$ cat src/design/rfq_pkg.sv
package rfq_pkg;
  localparam int ADR_W = 8;
  localparam logic [7:0] CLK_REG_OFS = 8'h00;
  localparam logic [7:0] CTL_REG_OFS = 8'h04;
  localparam logic [7:0] TRG_REG_OFS = 8'h08;
  localparam logic [7:0] PIN_REG_OFS = 8'h0c;
  localparam logic [7:0] STAT_REG_OFS = 8'h10;
  localparam int CLK_SRC_LSB = 0;
  localparam int CLK_DIV_LSB = 4;
  localparam int CLK_GATE_BIT = 8;
  localparam int CTL_EN_BIT = 0;
  localparam int CTL_CHAN_BIT = 1;
  localparam int CTL_CFG_LSB = 4;
  localparam int CFG_W = 4;
  localparam int TRG_REF_BIT = 0;
  localparam int TRG_SA_BIT = 1;
  localparam int TRG_SB_BIT = 2;
  localparam logic [1:0] CLK_SRC_RST = 2'h0;
  localparam logic [1:0] CLK_DIV_RST = 2'h0;
  localparam logic CLK_GATE_RST = 1'h0;
  localparam logic CHAN_SEL_RST = 1'h0;
  localparam logic [1:0] MODE_RST = 2'h0;
  localparam logic [1:0] SRC_HS_B = 2'h0;
  localparam logic [1:0] SRC_LS = 2'h1;
  localparam logic [1:0] SRC_HS_A = 2'h2;
  localparam logic [1:0] SRC_RSVD = 2'h3;
  localparam logic [1:0] MODE_DC = 2'h0;
  localparam logic [1:0] MODE_AC = 2'h1;

  typedef enum logic [1:0] {PH_IDLE, PH_REF, PH_SENS_A, PH_SENS_B} rfq_phase_t;

  typedef struct packed {
    logic [1:0] osc_mode_sel;
    logic event_counter_en;
    logic continuous_osc_en;
  } rfq_chan_cfg_t;

  typedef struct packed {
    logic [1:0] sensor_b_ctrl_pin;
    logic [1:0] sensor_a_ctrl_pin;
    logic [1:0] reference_ctrl_pin;
    logic [1:0] osc_clock_input_pin;
  } rfq_pins_t;
endpackage : rfq_pkg

$ cat src/design/rfq_div.sv
`timescale 1ns/1ns
module rfq_div #(
  parameter int CNT_W = 3
) (
  input wire logic clk,
  input wire logic nrst,
  input wire logic src_edge,
  input wire logic bypass,
  input wire logic [1:0] div_sel,
  output logic tick
);
  import rfq_pkg::*;

  typedef struct packed {
    logic [CNT_W-1:0] cnt;
    logic tick;
  } rfq_div_state_t;

  rfq_div_state_t st;
  rfq_div_state_t next_st;
  logic [CNT_W-1:0] lim;

  if (CNT_W < 3) begin : g_narrow_count
    $error("rfq_div counter too narrow for divide by eight");
  end

  always_comb begin
    next_st = st;
    lim = CNT_W'((4'h1 << div_sel) - 4'h1);
    next_st.tick = 1'b0;
    if (src_edge) begin
      if (bypass || st.cnt >= lim) begin
        next_st.cnt = '0;
        next_st.tick = 1'b1;
      end else begin
        next_st.cnt = st.cnt + CNT_W'(1);
      end
    end
  end

  always_ff @(posedge clk) begin
    if (!nrst) begin
      st <= '0;
    end else begin
      st <= next_st;
    end
  end

  assign tick = st.tick;
endmodule : rfq_div

$ cat src/design/rfq_sync.sv
`timescale 1ns/1ns
module rfq_sync #(
  parameter int W = 1
) (
  input wire logic clk,
  input wire logic nrst,
  input wire logic [W-1:0] d,
  output logic [W-1:0] q
);
  import rfq_pkg::*;

  typedef struct packed {
    logic [W-1:0] s1;
    logic [W-1:0] s2;
  } rfq_sync_state_t;

  rfq_sync_state_t st;
  rfq_sync_state_t next_st;

  if (W < 1) begin : g_bad_width
    $error("rfq_sync width must be at least one");
  end

  always_comb begin
    next_st.s1 = d;
    next_st.s2 = st.s1;
  end

  always_ff @(posedge clk) begin
    if (!nrst) begin
      st <= '0;
    end else begin
      st <= next_st;
    end
  end

  assign q = st.s2;
endmodule : rfq_sync

$ cat src/design/rfq_top.sv
// Summary of operation
// Handed-over sensor and reference pins float.
// Handed-over oscillation input pin grounds.
// Pins start as ports until handed over.
// Oscillation clock mirrored on monitor pin.
// Software enables counting clock before other settings.
// Source field picks one of three oscillators.
// Low-speed oscillator is used undivided.
// High-speed oscillator divided by 1,2,4,8.
// Software keeps time-base counter from overflowing.
// Gate bit stops or supplies counting clock.
// Mode field selects DC or AC sensing.
// DC mode biases elements with steady drive.
// AC mode toggles bias, one sensor.
// Each channel keeps its own mode.
// Event mode counts external input pulses.
// Continuous bit ignores automatic stop requests.
// Reference phase first, then sensor phase.
// Enable bit powers converter; channel bit selects.
// One channel converts at a time.
// Source codes: 0 fast B, 1 slow, 2 fast A.
`timescale 1ns/1ns
module rfq_top (
  input wire logic clk,
  input wire logic nrst,
  input wire logic wb_cyc_i,
  input wire logic wb_stb_i,
  input wire logic wb_we_i,
  input wire logic [rfq_pkg::ADR_W-1:0] wb_adr_i,
  input wire logic [3:0] wb_sel_i,
  input wire logic [31:0] wb_dat_i,
  output logic [31:0] wb_dat_o,
  output logic wb_ack_o,
  input wire logic low_speed_osc,
  input wire logic high_speed_osc_a,
  input wire logic high_speed_osc_b,
  input wire rfq_pkg::rfq_pins_t pins_in,
  output rfq_pkg::rfq_pins_t pins_out,
  output rfq_pkg::rfq_pins_t pins_oe,
  input wire logic ref_stop_req,
  input wire logic sensor_stop_req,
  output logic count_clock,
  output logic cr_osc_clock,
  output logic osc_monitor_out,
  output logic phase_ref,
  output logic phase_sensor_a,
  output logic phase_sensor_b,
  output logic active_channel
);
  import rfq_pkg::*;

  typedef struct packed {
    logic [1:0] count_clock_source_sel;
    logic [1:0] count_clock_divider;
    logic count_clock_gate_en;
    logic converter_en;
    logic channel_sel;
    rfq_chan_cfg_t [1:0] cfg;
    logic [1:0] handover;
    rfq_phase_t phase;
    logic auto_stop;
    logic src_prev;
    logic osc_prev;
    logic ac_drive;
    logic count_clock;
    logic cr_osc_clock;
    logic monitor;
    rfq_pins_t pins_out;
    rfq_pins_t pins_oe;
    logic ack;
    logic [31:0] rdat;
    logic [2:0] phase_hot;
  } rfq_top_state_t;

  rfq_top_state_t st;
  rfq_top_state_t next_st;
  logic [4:0] sync_q;
  logic div_tick;
  logic src_lvl;
  logic src_edge;
  logic osc_lvl;
  logic osc_edge;
  logic running;
  logic bus_req;
  logic wr;
  logic start_ok;
  logic act;
  logic drive_lvl;
  logic [31:0] clk_word;
  logic [31:0] ctl_word;
  logic [31:0] trg_word;
  logic [31:0] pin_word;
  logic [31:0] stat_word;
  logic [31:0] wv;
  rfq_chan_cfg_t cur_cfg;

  function automatic logic [31:0] lane_merge(input logic [31:0] old_v,
                                             input logic [31:0] new_v,
                                             input logic [3:0] sel);
    logic [31:0] m;
    m = {{8{sel[3]}}, {8{sel[2]}}, {8{sel[1]}}, {8{sel[0]}}};
    return (old_v & ~m) | (new_v & m);
  endfunction : lane_merge

  // Oscillator pins and oscillation inputs come from outside this clock domain.
  rfq_sync #(.W(5)) u_sync (
    .clk(clk),
    .nrst(nrst),
    .d({pins_in.osc_clock_input_pin, high_speed_osc_b, high_speed_osc_a, low_speed_osc}),
    .q(sync_q)
  );

  rfq_div #(.CNT_W(3)) u_div (
    .clk(clk),
    .nrst(nrst),
    .src_edge(src_edge),
    .bypass(st.count_clock_source_sel == SRC_LS),
    .div_sel(st.count_clock_divider),
    .tick(div_tick)
  );

  always_comb begin
    case (st.count_clock_source_sel)
      SRC_HS_B: src_lvl = sync_q[2];
      SRC_LS: src_lvl = sync_q[0];
      SRC_HS_A: src_lvl = sync_q[1];
      default: src_lvl = 1'b0;
    endcase
  end

  assign src_edge = src_lvl & ~st.src_prev;
  assign osc_lvl = st.channel_sel ? sync_q[4] : sync_q[3];
  assign osc_edge = osc_lvl & ~st.osc_prev;
  assign running = (st.phase != PH_IDLE);
  assign cur_cfg = st.cfg[st.channel_sel];
  assign bus_req = wb_cyc_i && wb_stb_i && !st.ack;
  assign wr = bus_req && wb_we_i;

  assign clk_word = {23'h0, st.count_clock_gate_en, 2'h0, st.count_clock_divider, 2'h0,
                     st.count_clock_source_sel};
  assign ctl_word = {20'h0, st.cfg[1], st.cfg[0], 2'h0, st.channel_sel, st.converter_en};
  assign trg_word = {29'h0, st.phase == PH_SENS_B, st.phase == PH_SENS_A, st.phase == PH_REF};
  assign pin_word = {30'h0, st.handover};
  assign stat_word = {28'h0, st.auto_stop, st.channel_sel, running,
                      st.count_clock_gate_en && (st.count_clock_source_sel != SRC_RSVD)};

  always_comb begin
    next_st = st;
    wv = '0;
    start_ok = 1'b0;
    act = 1'b0;
    drive_lvl = 1'b0;
    next_st.src_prev = src_lvl;
    next_st.osc_prev = osc_lvl;
    next_st.ack = bus_req;
    if (bus_req) begin
      case (wb_adr_i[7:2])
        CLK_REG_OFS[7:2]: next_st.rdat = clk_word;
        CTL_REG_OFS[7:2]: next_st.rdat = ctl_word;
        TRG_REG_OFS[7:2]: next_st.rdat = trg_word;
        PIN_REG_OFS[7:2]: next_st.rdat = pin_word;
        STAT_REG_OFS[7:2]: next_st.rdat = stat_word;
        default: next_st.rdat = '0;
      endcase
    end
    if (wr) begin
      case (wb_adr_i[7:2])
        CLK_REG_OFS[7:2]: begin
          wv = lane_merge(clk_word, wb_dat_i, wb_sel_i);
          next_st.count_clock_source_sel = wv[CLK_SRC_LSB +: 2];
          next_st.count_clock_divider = wv[CLK_DIV_LSB +: 2];
          next_st.count_clock_gate_en = wv[CLK_GATE_BIT];
        end
        CTL_REG_OFS[7:2]: begin
          wv = lane_merge(ctl_word, wb_dat_i, wb_sel_i);
          next_st.converter_en = wv[CTL_EN_BIT];
          // Channel and mode stay frozen while a phase runs.
          if (!running) begin
            next_st.channel_sel = wv[CTL_CHAN_BIT];
            next_st.cfg[0] = wv[CTL_CFG_LSB +: CFG_W];
            next_st.cfg[1] = wv[CTL_CFG_LSB + CFG_W +: CFG_W];
          end
        end
        TRG_REG_OFS[7:2]: begin
          wv = lane_merge(trg_word, wb_dat_i, wb_sel_i);
          start_ok = st.converter_en && st.count_clock_gate_en && st.handover[st.channel_sel] &&
                     (cur_cfg.event_counter_en || cur_cfg.osc_mode_sel == MODE_DC ||
                      cur_cfg.osc_mode_sel == MODE_AC);
          if (!running) begin
            if (start_ok) begin
              // Reference wins over the sensors when several bits are set.
              if (wv[TRG_REF_BIT]) begin
                next_st.phase = PH_REF;
                next_st.auto_stop = 1'b0;
              end else if (wv[TRG_SA_BIT]) begin
                next_st.phase = PH_SENS_A;
                next_st.auto_stop = 1'b0;
              end else if (wv[TRG_SB_BIT]) begin
                next_st.phase = PH_SENS_B;
                next_st.auto_stop = 1'b0;
              end
            end
          end else if ((st.phase == PH_REF && !wv[TRG_REF_BIT]) ||
                       (st.phase == PH_SENS_A && !wv[TRG_SA_BIT]) ||
                       (st.phase == PH_SENS_B && !wv[TRG_SB_BIT])) begin
            next_st.phase = PH_IDLE;
            next_st.auto_stop = 1'b0;
          end
        end
        PIN_REG_OFS[7:2]: begin
          wv = lane_merge(pin_word, wb_dat_i, wb_sel_i);
          next_st.handover = wv[1:0];
        end
        default: begin
        end
      endcase
    end
    // Automatic stops come after the bus so that their flag wins over a software stop.
    if (running && !cur_cfg.continuous_osc_en) begin
      if ((st.phase == PH_REF && ref_stop_req) ||
          (st.phase != PH_REF && sensor_stop_req)) begin
        next_st.phase = PH_IDLE;
        next_st.auto_stop = 1'b1;
      end
    end
    if (!st.converter_en) begin
      next_st.phase = PH_IDLE;
    end
    next_st.phase_hot = {next_st.phase == PH_SENS_B, next_st.phase == PH_SENS_A,
                         next_st.phase == PH_REF};
    next_st.count_clock = div_tick && st.count_clock_gate_en;
    next_st.cr_osc_clock = running && osc_edge;
    next_st.monitor = running && osc_lvl;
    next_st.ac_drive = running ? (st.ac_drive ^ osc_edge) : 1'b0;
    drive_lvl = (cur_cfg.osc_mode_sel == MODE_AC) ? st.ac_drive : 1'b1;
    next_st.pins_out = '0;
    next_st.pins_oe = '0;
    for (int c = 0; c < 2; c++) begin
      act = running && (st.channel_sel == 1'(c));
      if (st.handover[c]) begin
        if (!act) begin
          next_st.pins_oe.osc_clock_input_pin[c] = 1'b1;
        end else if (!cur_cfg.event_counter_en) begin
          case (st.phase)
            PH_REF: begin
              next_st.pins_oe.reference_ctrl_pin[c] = 1'b1;
              next_st.pins_out.reference_ctrl_pin[c] = drive_lvl;
            end
            PH_SENS_A: begin
              next_st.pins_oe.sensor_a_ctrl_pin[c] = 1'b1;
              next_st.pins_out.sensor_a_ctrl_pin[c] = drive_lvl;
            end
            PH_SENS_B: begin
              next_st.pins_oe.sensor_b_ctrl_pin[c] = 1'b1;
              next_st.pins_out.sensor_b_ctrl_pin[c] = drive_lvl;
            end
            default: begin
            end
          endcase
        end
      end
    end
  end

  always_ff @(posedge clk) begin
    if (!nrst) begin
      st <= '0;
      st.count_clock_source_sel <= CLK_SRC_RST;
      st.count_clock_divider <= CLK_DIV_RST;
      st.count_clock_gate_en <= CLK_GATE_RST;
      st.channel_sel <= CHAN_SEL_RST;
      st.cfg[0].osc_mode_sel <= MODE_RST;
      st.cfg[1].osc_mode_sel <= MODE_RST;
      st.phase <= PH_IDLE;
    end else begin
      st <= next_st;
    end
  end

  assign wb_dat_o = st.rdat;
  assign wb_ack_o = st.ack;
  assign pins_out = st.pins_out;
  assign pins_oe = st.pins_oe;
  assign count_clock = st.count_clock;
  assign cr_osc_clock = st.cr_osc_clock;
  assign osc_monitor_out = st.monitor;
  assign phase_ref = st.phase_hot[0];
  assign phase_sensor_a = st.phase_hot[1];
  assign phase_sensor_b = st.phase_hot[2];
  assign active_channel = st.channel_sel;
endmodule : rfq_top

$ cat config.mk
export PLATFORM = sky130hd
export DESIGN_NAME = rfq_top
export DESIGN_NICKNAME = d
export VERILOG_FILES = /design/src/design/rfq_pkg.sv /design/src/design/rfq_div.sv /design/src/design/rfq_sync.sv /design/src/design/rfq_top.sv
export SDC_FILE = /design/constraint.sdc
export NUM_CORES = 1
export LEC_CHECK = 0
export BUFFER_PORTS_ARGS = -buffer_cell sky130_fd_sc_hd__buf_2
export CORE_MARGIN = 2
export CORE_UTILIZATION = 53
export CTS_CLUSTER_SIZE = 24
export DETAILED_ROUTE_END_ITERATION = 8
export PLACE_DENSITY = 0.85
export SLEW_MARGIN = 30
export SYNTH_ARGS = -nofsm -noshare
export SYNTH_HDL_FRONTEND = slang
export SYNTH_SLANG_ARGS = --single-unit
$ cat constraint.sdc
create_clock -name clk -period 3 [get_ports clk]
set_input_delay 0.15 -clock clk [delete_from_list [all_inputs] [get_ports clk]]
set_output_delay 0.15 -clock clk [all_outputs]
set_load 0.02 [all_outputs]
==> results.tsv <==
stage	metric	value	unit
logic_synthesis	Yosys top cell by area	dfxtp_1	
logic_synthesis	Seq/Total Area, Yosys	43.7	%
final_layout	multi-input combinational cell area	0.00145	mm²
clock_network	Resize count post-CTS	0	
clock_network	Num Clock Sinks	70	
sta	TNS Setup	0	ns
final_layout	Sequential Area	0.00140	mm²
pwr	Clock Power Share	46.7	%
logic_synthesis	predominant post-synthesis flop cell	dfxtp_1	
place	I/O Buffers	64	
logic_synthesis	Netlist Area Pre-Place	0.00321	mm²
floorplan	total core area	0.00589	mm²
grt	total grt overflow	0	
clock_network	Clk pin slew, worst setup/hold paths	0.08	ns
logic_synthesis	most frequent cell after synthesis	dfxtp_1	
final_layout	n_diodes	0	
grt	largest net degree at the start of global routing	60	
logic_synthesis	FFs w/ async S/R, synth	0	%
sta	Max Freq	486	MHz
logic_synthesis	Avg Cell Area, Syn	8.91	µm²
sta	Worst-Margin Slew	0.708	ns
pwr	internal power	1.53	mW
detailed_routing	vias	2458	
detailed_routing	DRT iter0 DRCs	132	
critical_path	path type of the worst setup path	reg2reg	
clock_network	Post-CTS Setup Repair Bufs	0	
grt	vias in the first global route	2191	
pwr	sequential power share	47.5	%
sta	Max Slew Vio Count	0	
worst_hold_path	Hold Crit Class	in2reg	
critical_path	Critical Path AT	2.33	ns
sta	Clock Skew	0.00904	ns
detailed_routing	drt pass-1 iters	5	
grt	antenna violations before repair	0	
floorplan	Die H	81.8	µm
sta	min cycle time layout	2.06	ns
floorplan	die width	81.8	µm
detailed_routing	via/cell ratio	5.13	
logic_synthesis	Syn Inst Count	360	
outcome	run status	complete, no violations	
critical_path	CP Data Required Time	3.28	ns
sta	RSZ-0062 raised after global routing	false	
pwr	Pwr Total	1.99	mW
clock_network	clock latency on the worst-skew pair	0.35	ns
detailed_routing	Routed wire per std cell	13.1	µm
logic_synthesis	Synth area leaders	dfxtp_1 (44%), buf_4 (11%), nand2_1 (4.0%), and2_1 (3.3%), mux2i_1 (3.1%)	
logic_synthesis	Yosys top cell area share	43.7	%
grt	global-route wire length before repair	10100	µm
detailed_routing	Metal-1 WL	2630	µm
final_layout	number of nets in the layout	465	
clock_network	Max clock buf depth	2	
pwr	P_sw	452	µW
detailed_routing	Top Metal Used	met4	
floorplan	Ports	118	
pwr	P_leak	1.55	nW
worst_hold_path	hold_sp	high_speed_osc_b	
logic_synthesis	Commonest cells post-synth	dfxtp_1 (70), buf_4 (48), nand2_1 (34)	
critical_path	CP Capture Type	register	
critical_path	Worst setup SP type	register	
detailed_routing	met3 wire len	424	µm
final_layout	# fillers	517	
logic_synthesis	Synth cell types	49	
job	Max Cap Violations	0	
floorplan	Die Area	0.00669	mm²
clock_network	CTS tree	done	
critical_path	CP delay by family, top	compound AO/OA/AOI/OAI gates	
final_layout	post-layout util	61.0	%
logic_synthesis	FF+latch count, synth	70	
floorplan	row cnt	28	
detailed_routing	met2 routed WL	3120	µm
sta	setup ws final	0.944	ns
critical_path	crit path cell chain	or2_2 > ha_1 > nand2b_1 > a21o_1 > a221oi_1 > o21ai_0 > a21oi_1	
pwr	Net Sw Frac	22.8	%
critical_path	crit-path max cell delay	0.36	ns
clock_network	CTS root buffer	clkbuf_8	
place	half-perimeter wire length after placement	4490	µm
sta	part of the cycle the worst path needs	68.5	%
grt	GRT Overall Usage	20.2	%
logic_synthesis	Post-synth EDFFs	0	
critical_path	CP Max Fanout	5	
critical_path	worst path bufs/invs	0	
detailed_routing	number of remaining DRC errors	0	
sta	Finish-stage setup viols	0	
sta	Final Hold Fails	0	
clock_network	CTS H-tree depth	3	
place	GPL Wtd Cong	0.831	
place	pre-CTS WS	0.973	ns
critical_path	Worst path slowest cell	a221oi_1	
sta	slew margin rel.	52.5	%
logic_synthesis	Ys Warns	0	
detailed_routing	Antenna Nets Post-Route	0	
pwr	PD cells	553	mW/mm²
clock_network	CTS Buf Count	9	
floorplan	Initial Util	54.5	%
pwr	Comb pwr share	5.8	%
final_layout	layout cells sized above 1	23.8	%
detailed_routing	wirelength, routed	6270	µm
pwr	VDD IR-drop max	0.431	mV
final_layout	Area Overhead vs Synth	11.8	%
-- repair_timing --
| item | CTS | global route |
|---|---|---|
| endpoints found under the hold margin | 4 | 0 |
| endpoints found under the setup margin | 0 | 0 |
| hold buffers | 4 | 0 |
-- layer usage --
metal  GRT usage [%]  up-vias
li1                -     1241
met1            24.5     1110
met3            4.51       12
met2            33.8       95
met4            10.0        0
met5               0        -
-- worst paths after layout --
check / end / slack [ns] / cells after the start
hold / removal: u_sync.next_st[2] / 0.02 / 2
setup / recovery: u_div.st[2] / 0.94 / 7
setup reg to reg: u_div.st[2] / 0.94 / 7
hold reg to reg: u_sync.q[0] / 0.43 / 1
-- cells in the final DEF, fill, tap and decap left out, types with 2 or more instances in the layout --
| cell type | instances |
|---|---|
| or4_4 | 2 |
| or3_1 | 3 |
| o21ai_0 | 20 |
| dfxtp_1 | 70 |
| conb_1 | 22 |
| dlygate4sd3_1 | 4 |
| clkbuf_8 | 9 |
| nor2_1 | 22 |
| and3b_1 | 2 |
| nand2b_1 | 8 |
| buf_4 | 3 |
| a22o_1 | 2 |
| or2_2 | 3 |
| nand2_1 | 34 |
| nor3_1 | 6 |
| bufinv_16 | 3 |
| nand3b_1 | 4 |
| nor4_1 | 2 |
| mux2i_1 | 10 |
| a21o_1 | 2 |
| ha_1 | 4 |
| inv_1 | 5 |
| o311ai_0 | 2 |
| o211a_1 | 2 |
| a21boi_0 | 7 |
| nor3_2 | 2 |
| nor2b_1 | 14 |
| and3_1 | 5 |
| clkinv_4 | 2 |
| nand4_1 | 3 |
| nand3_1 | 19 |
| buf_2 | 64 |
| a32oi_1 | 2 |
| a21oi_1 | 4 |
| and2_1 | 17 |
| a22oi_1 | 3 |
-- cell families (layout without fill, tap and decap cells) --
| family | count (synthesis) | after routing | share of synthesized area (%) |
|---|---|---|---|
| multiplexers | 11 | 11 | 3.47 |
| AO/OA/AOI/OAI | 54 | 54 | 11.6 |
| adder cells (fa/ha/maj) | 4 | 4 | 1.56 |
| AND/OR/NAND/NOR | 149 | 149 | 25.3 |
| XOR/XNOR | 2 | 2 | 0.546 |
| flip-flops | 70 | 70 | 43.7 |
| other | 1 | 22 | 0.117 |
| buffers and inverters | 69 | 92 | 13.7 |
-- area by class of cell --
class	count	area share, %
multi-input combinational	242	40.3
sequential	70	39.1
timing repair buffer	71	10.7
clock buffer	9	3.45
clock inverter	7	3.38
tap	75	2.62
inverter	5	0.523
-- per-stage QoR --
step                hold WS (ns)  cell area, µm²  instances
finish                    0.0246            3590        479
global route              0.0276            3590        479
CTS                       0.0102            3590        479
detailed placement         0.359            3300        459
global placement           0.354            3300        459
floorplan                  0.277            3290        381
-- power groups by stage --
stage / Sequential (mW) / Clock (mW) / Combinational (mW)
4_1_cts: 0.944 / 0.939 / 0.114
3_3_place_gp: 0.965 / 0 / 0.108
6_report: 0.944 / 0.927 / 0.115
2_1_floorplan: 0.965 / 0 / 0.0941
3_5_place_dp: 0.966 / 0 / 0.109
5_1_grt: 0.945 / 0.983 / 0.126
Power figures use the tool's default switching activity.
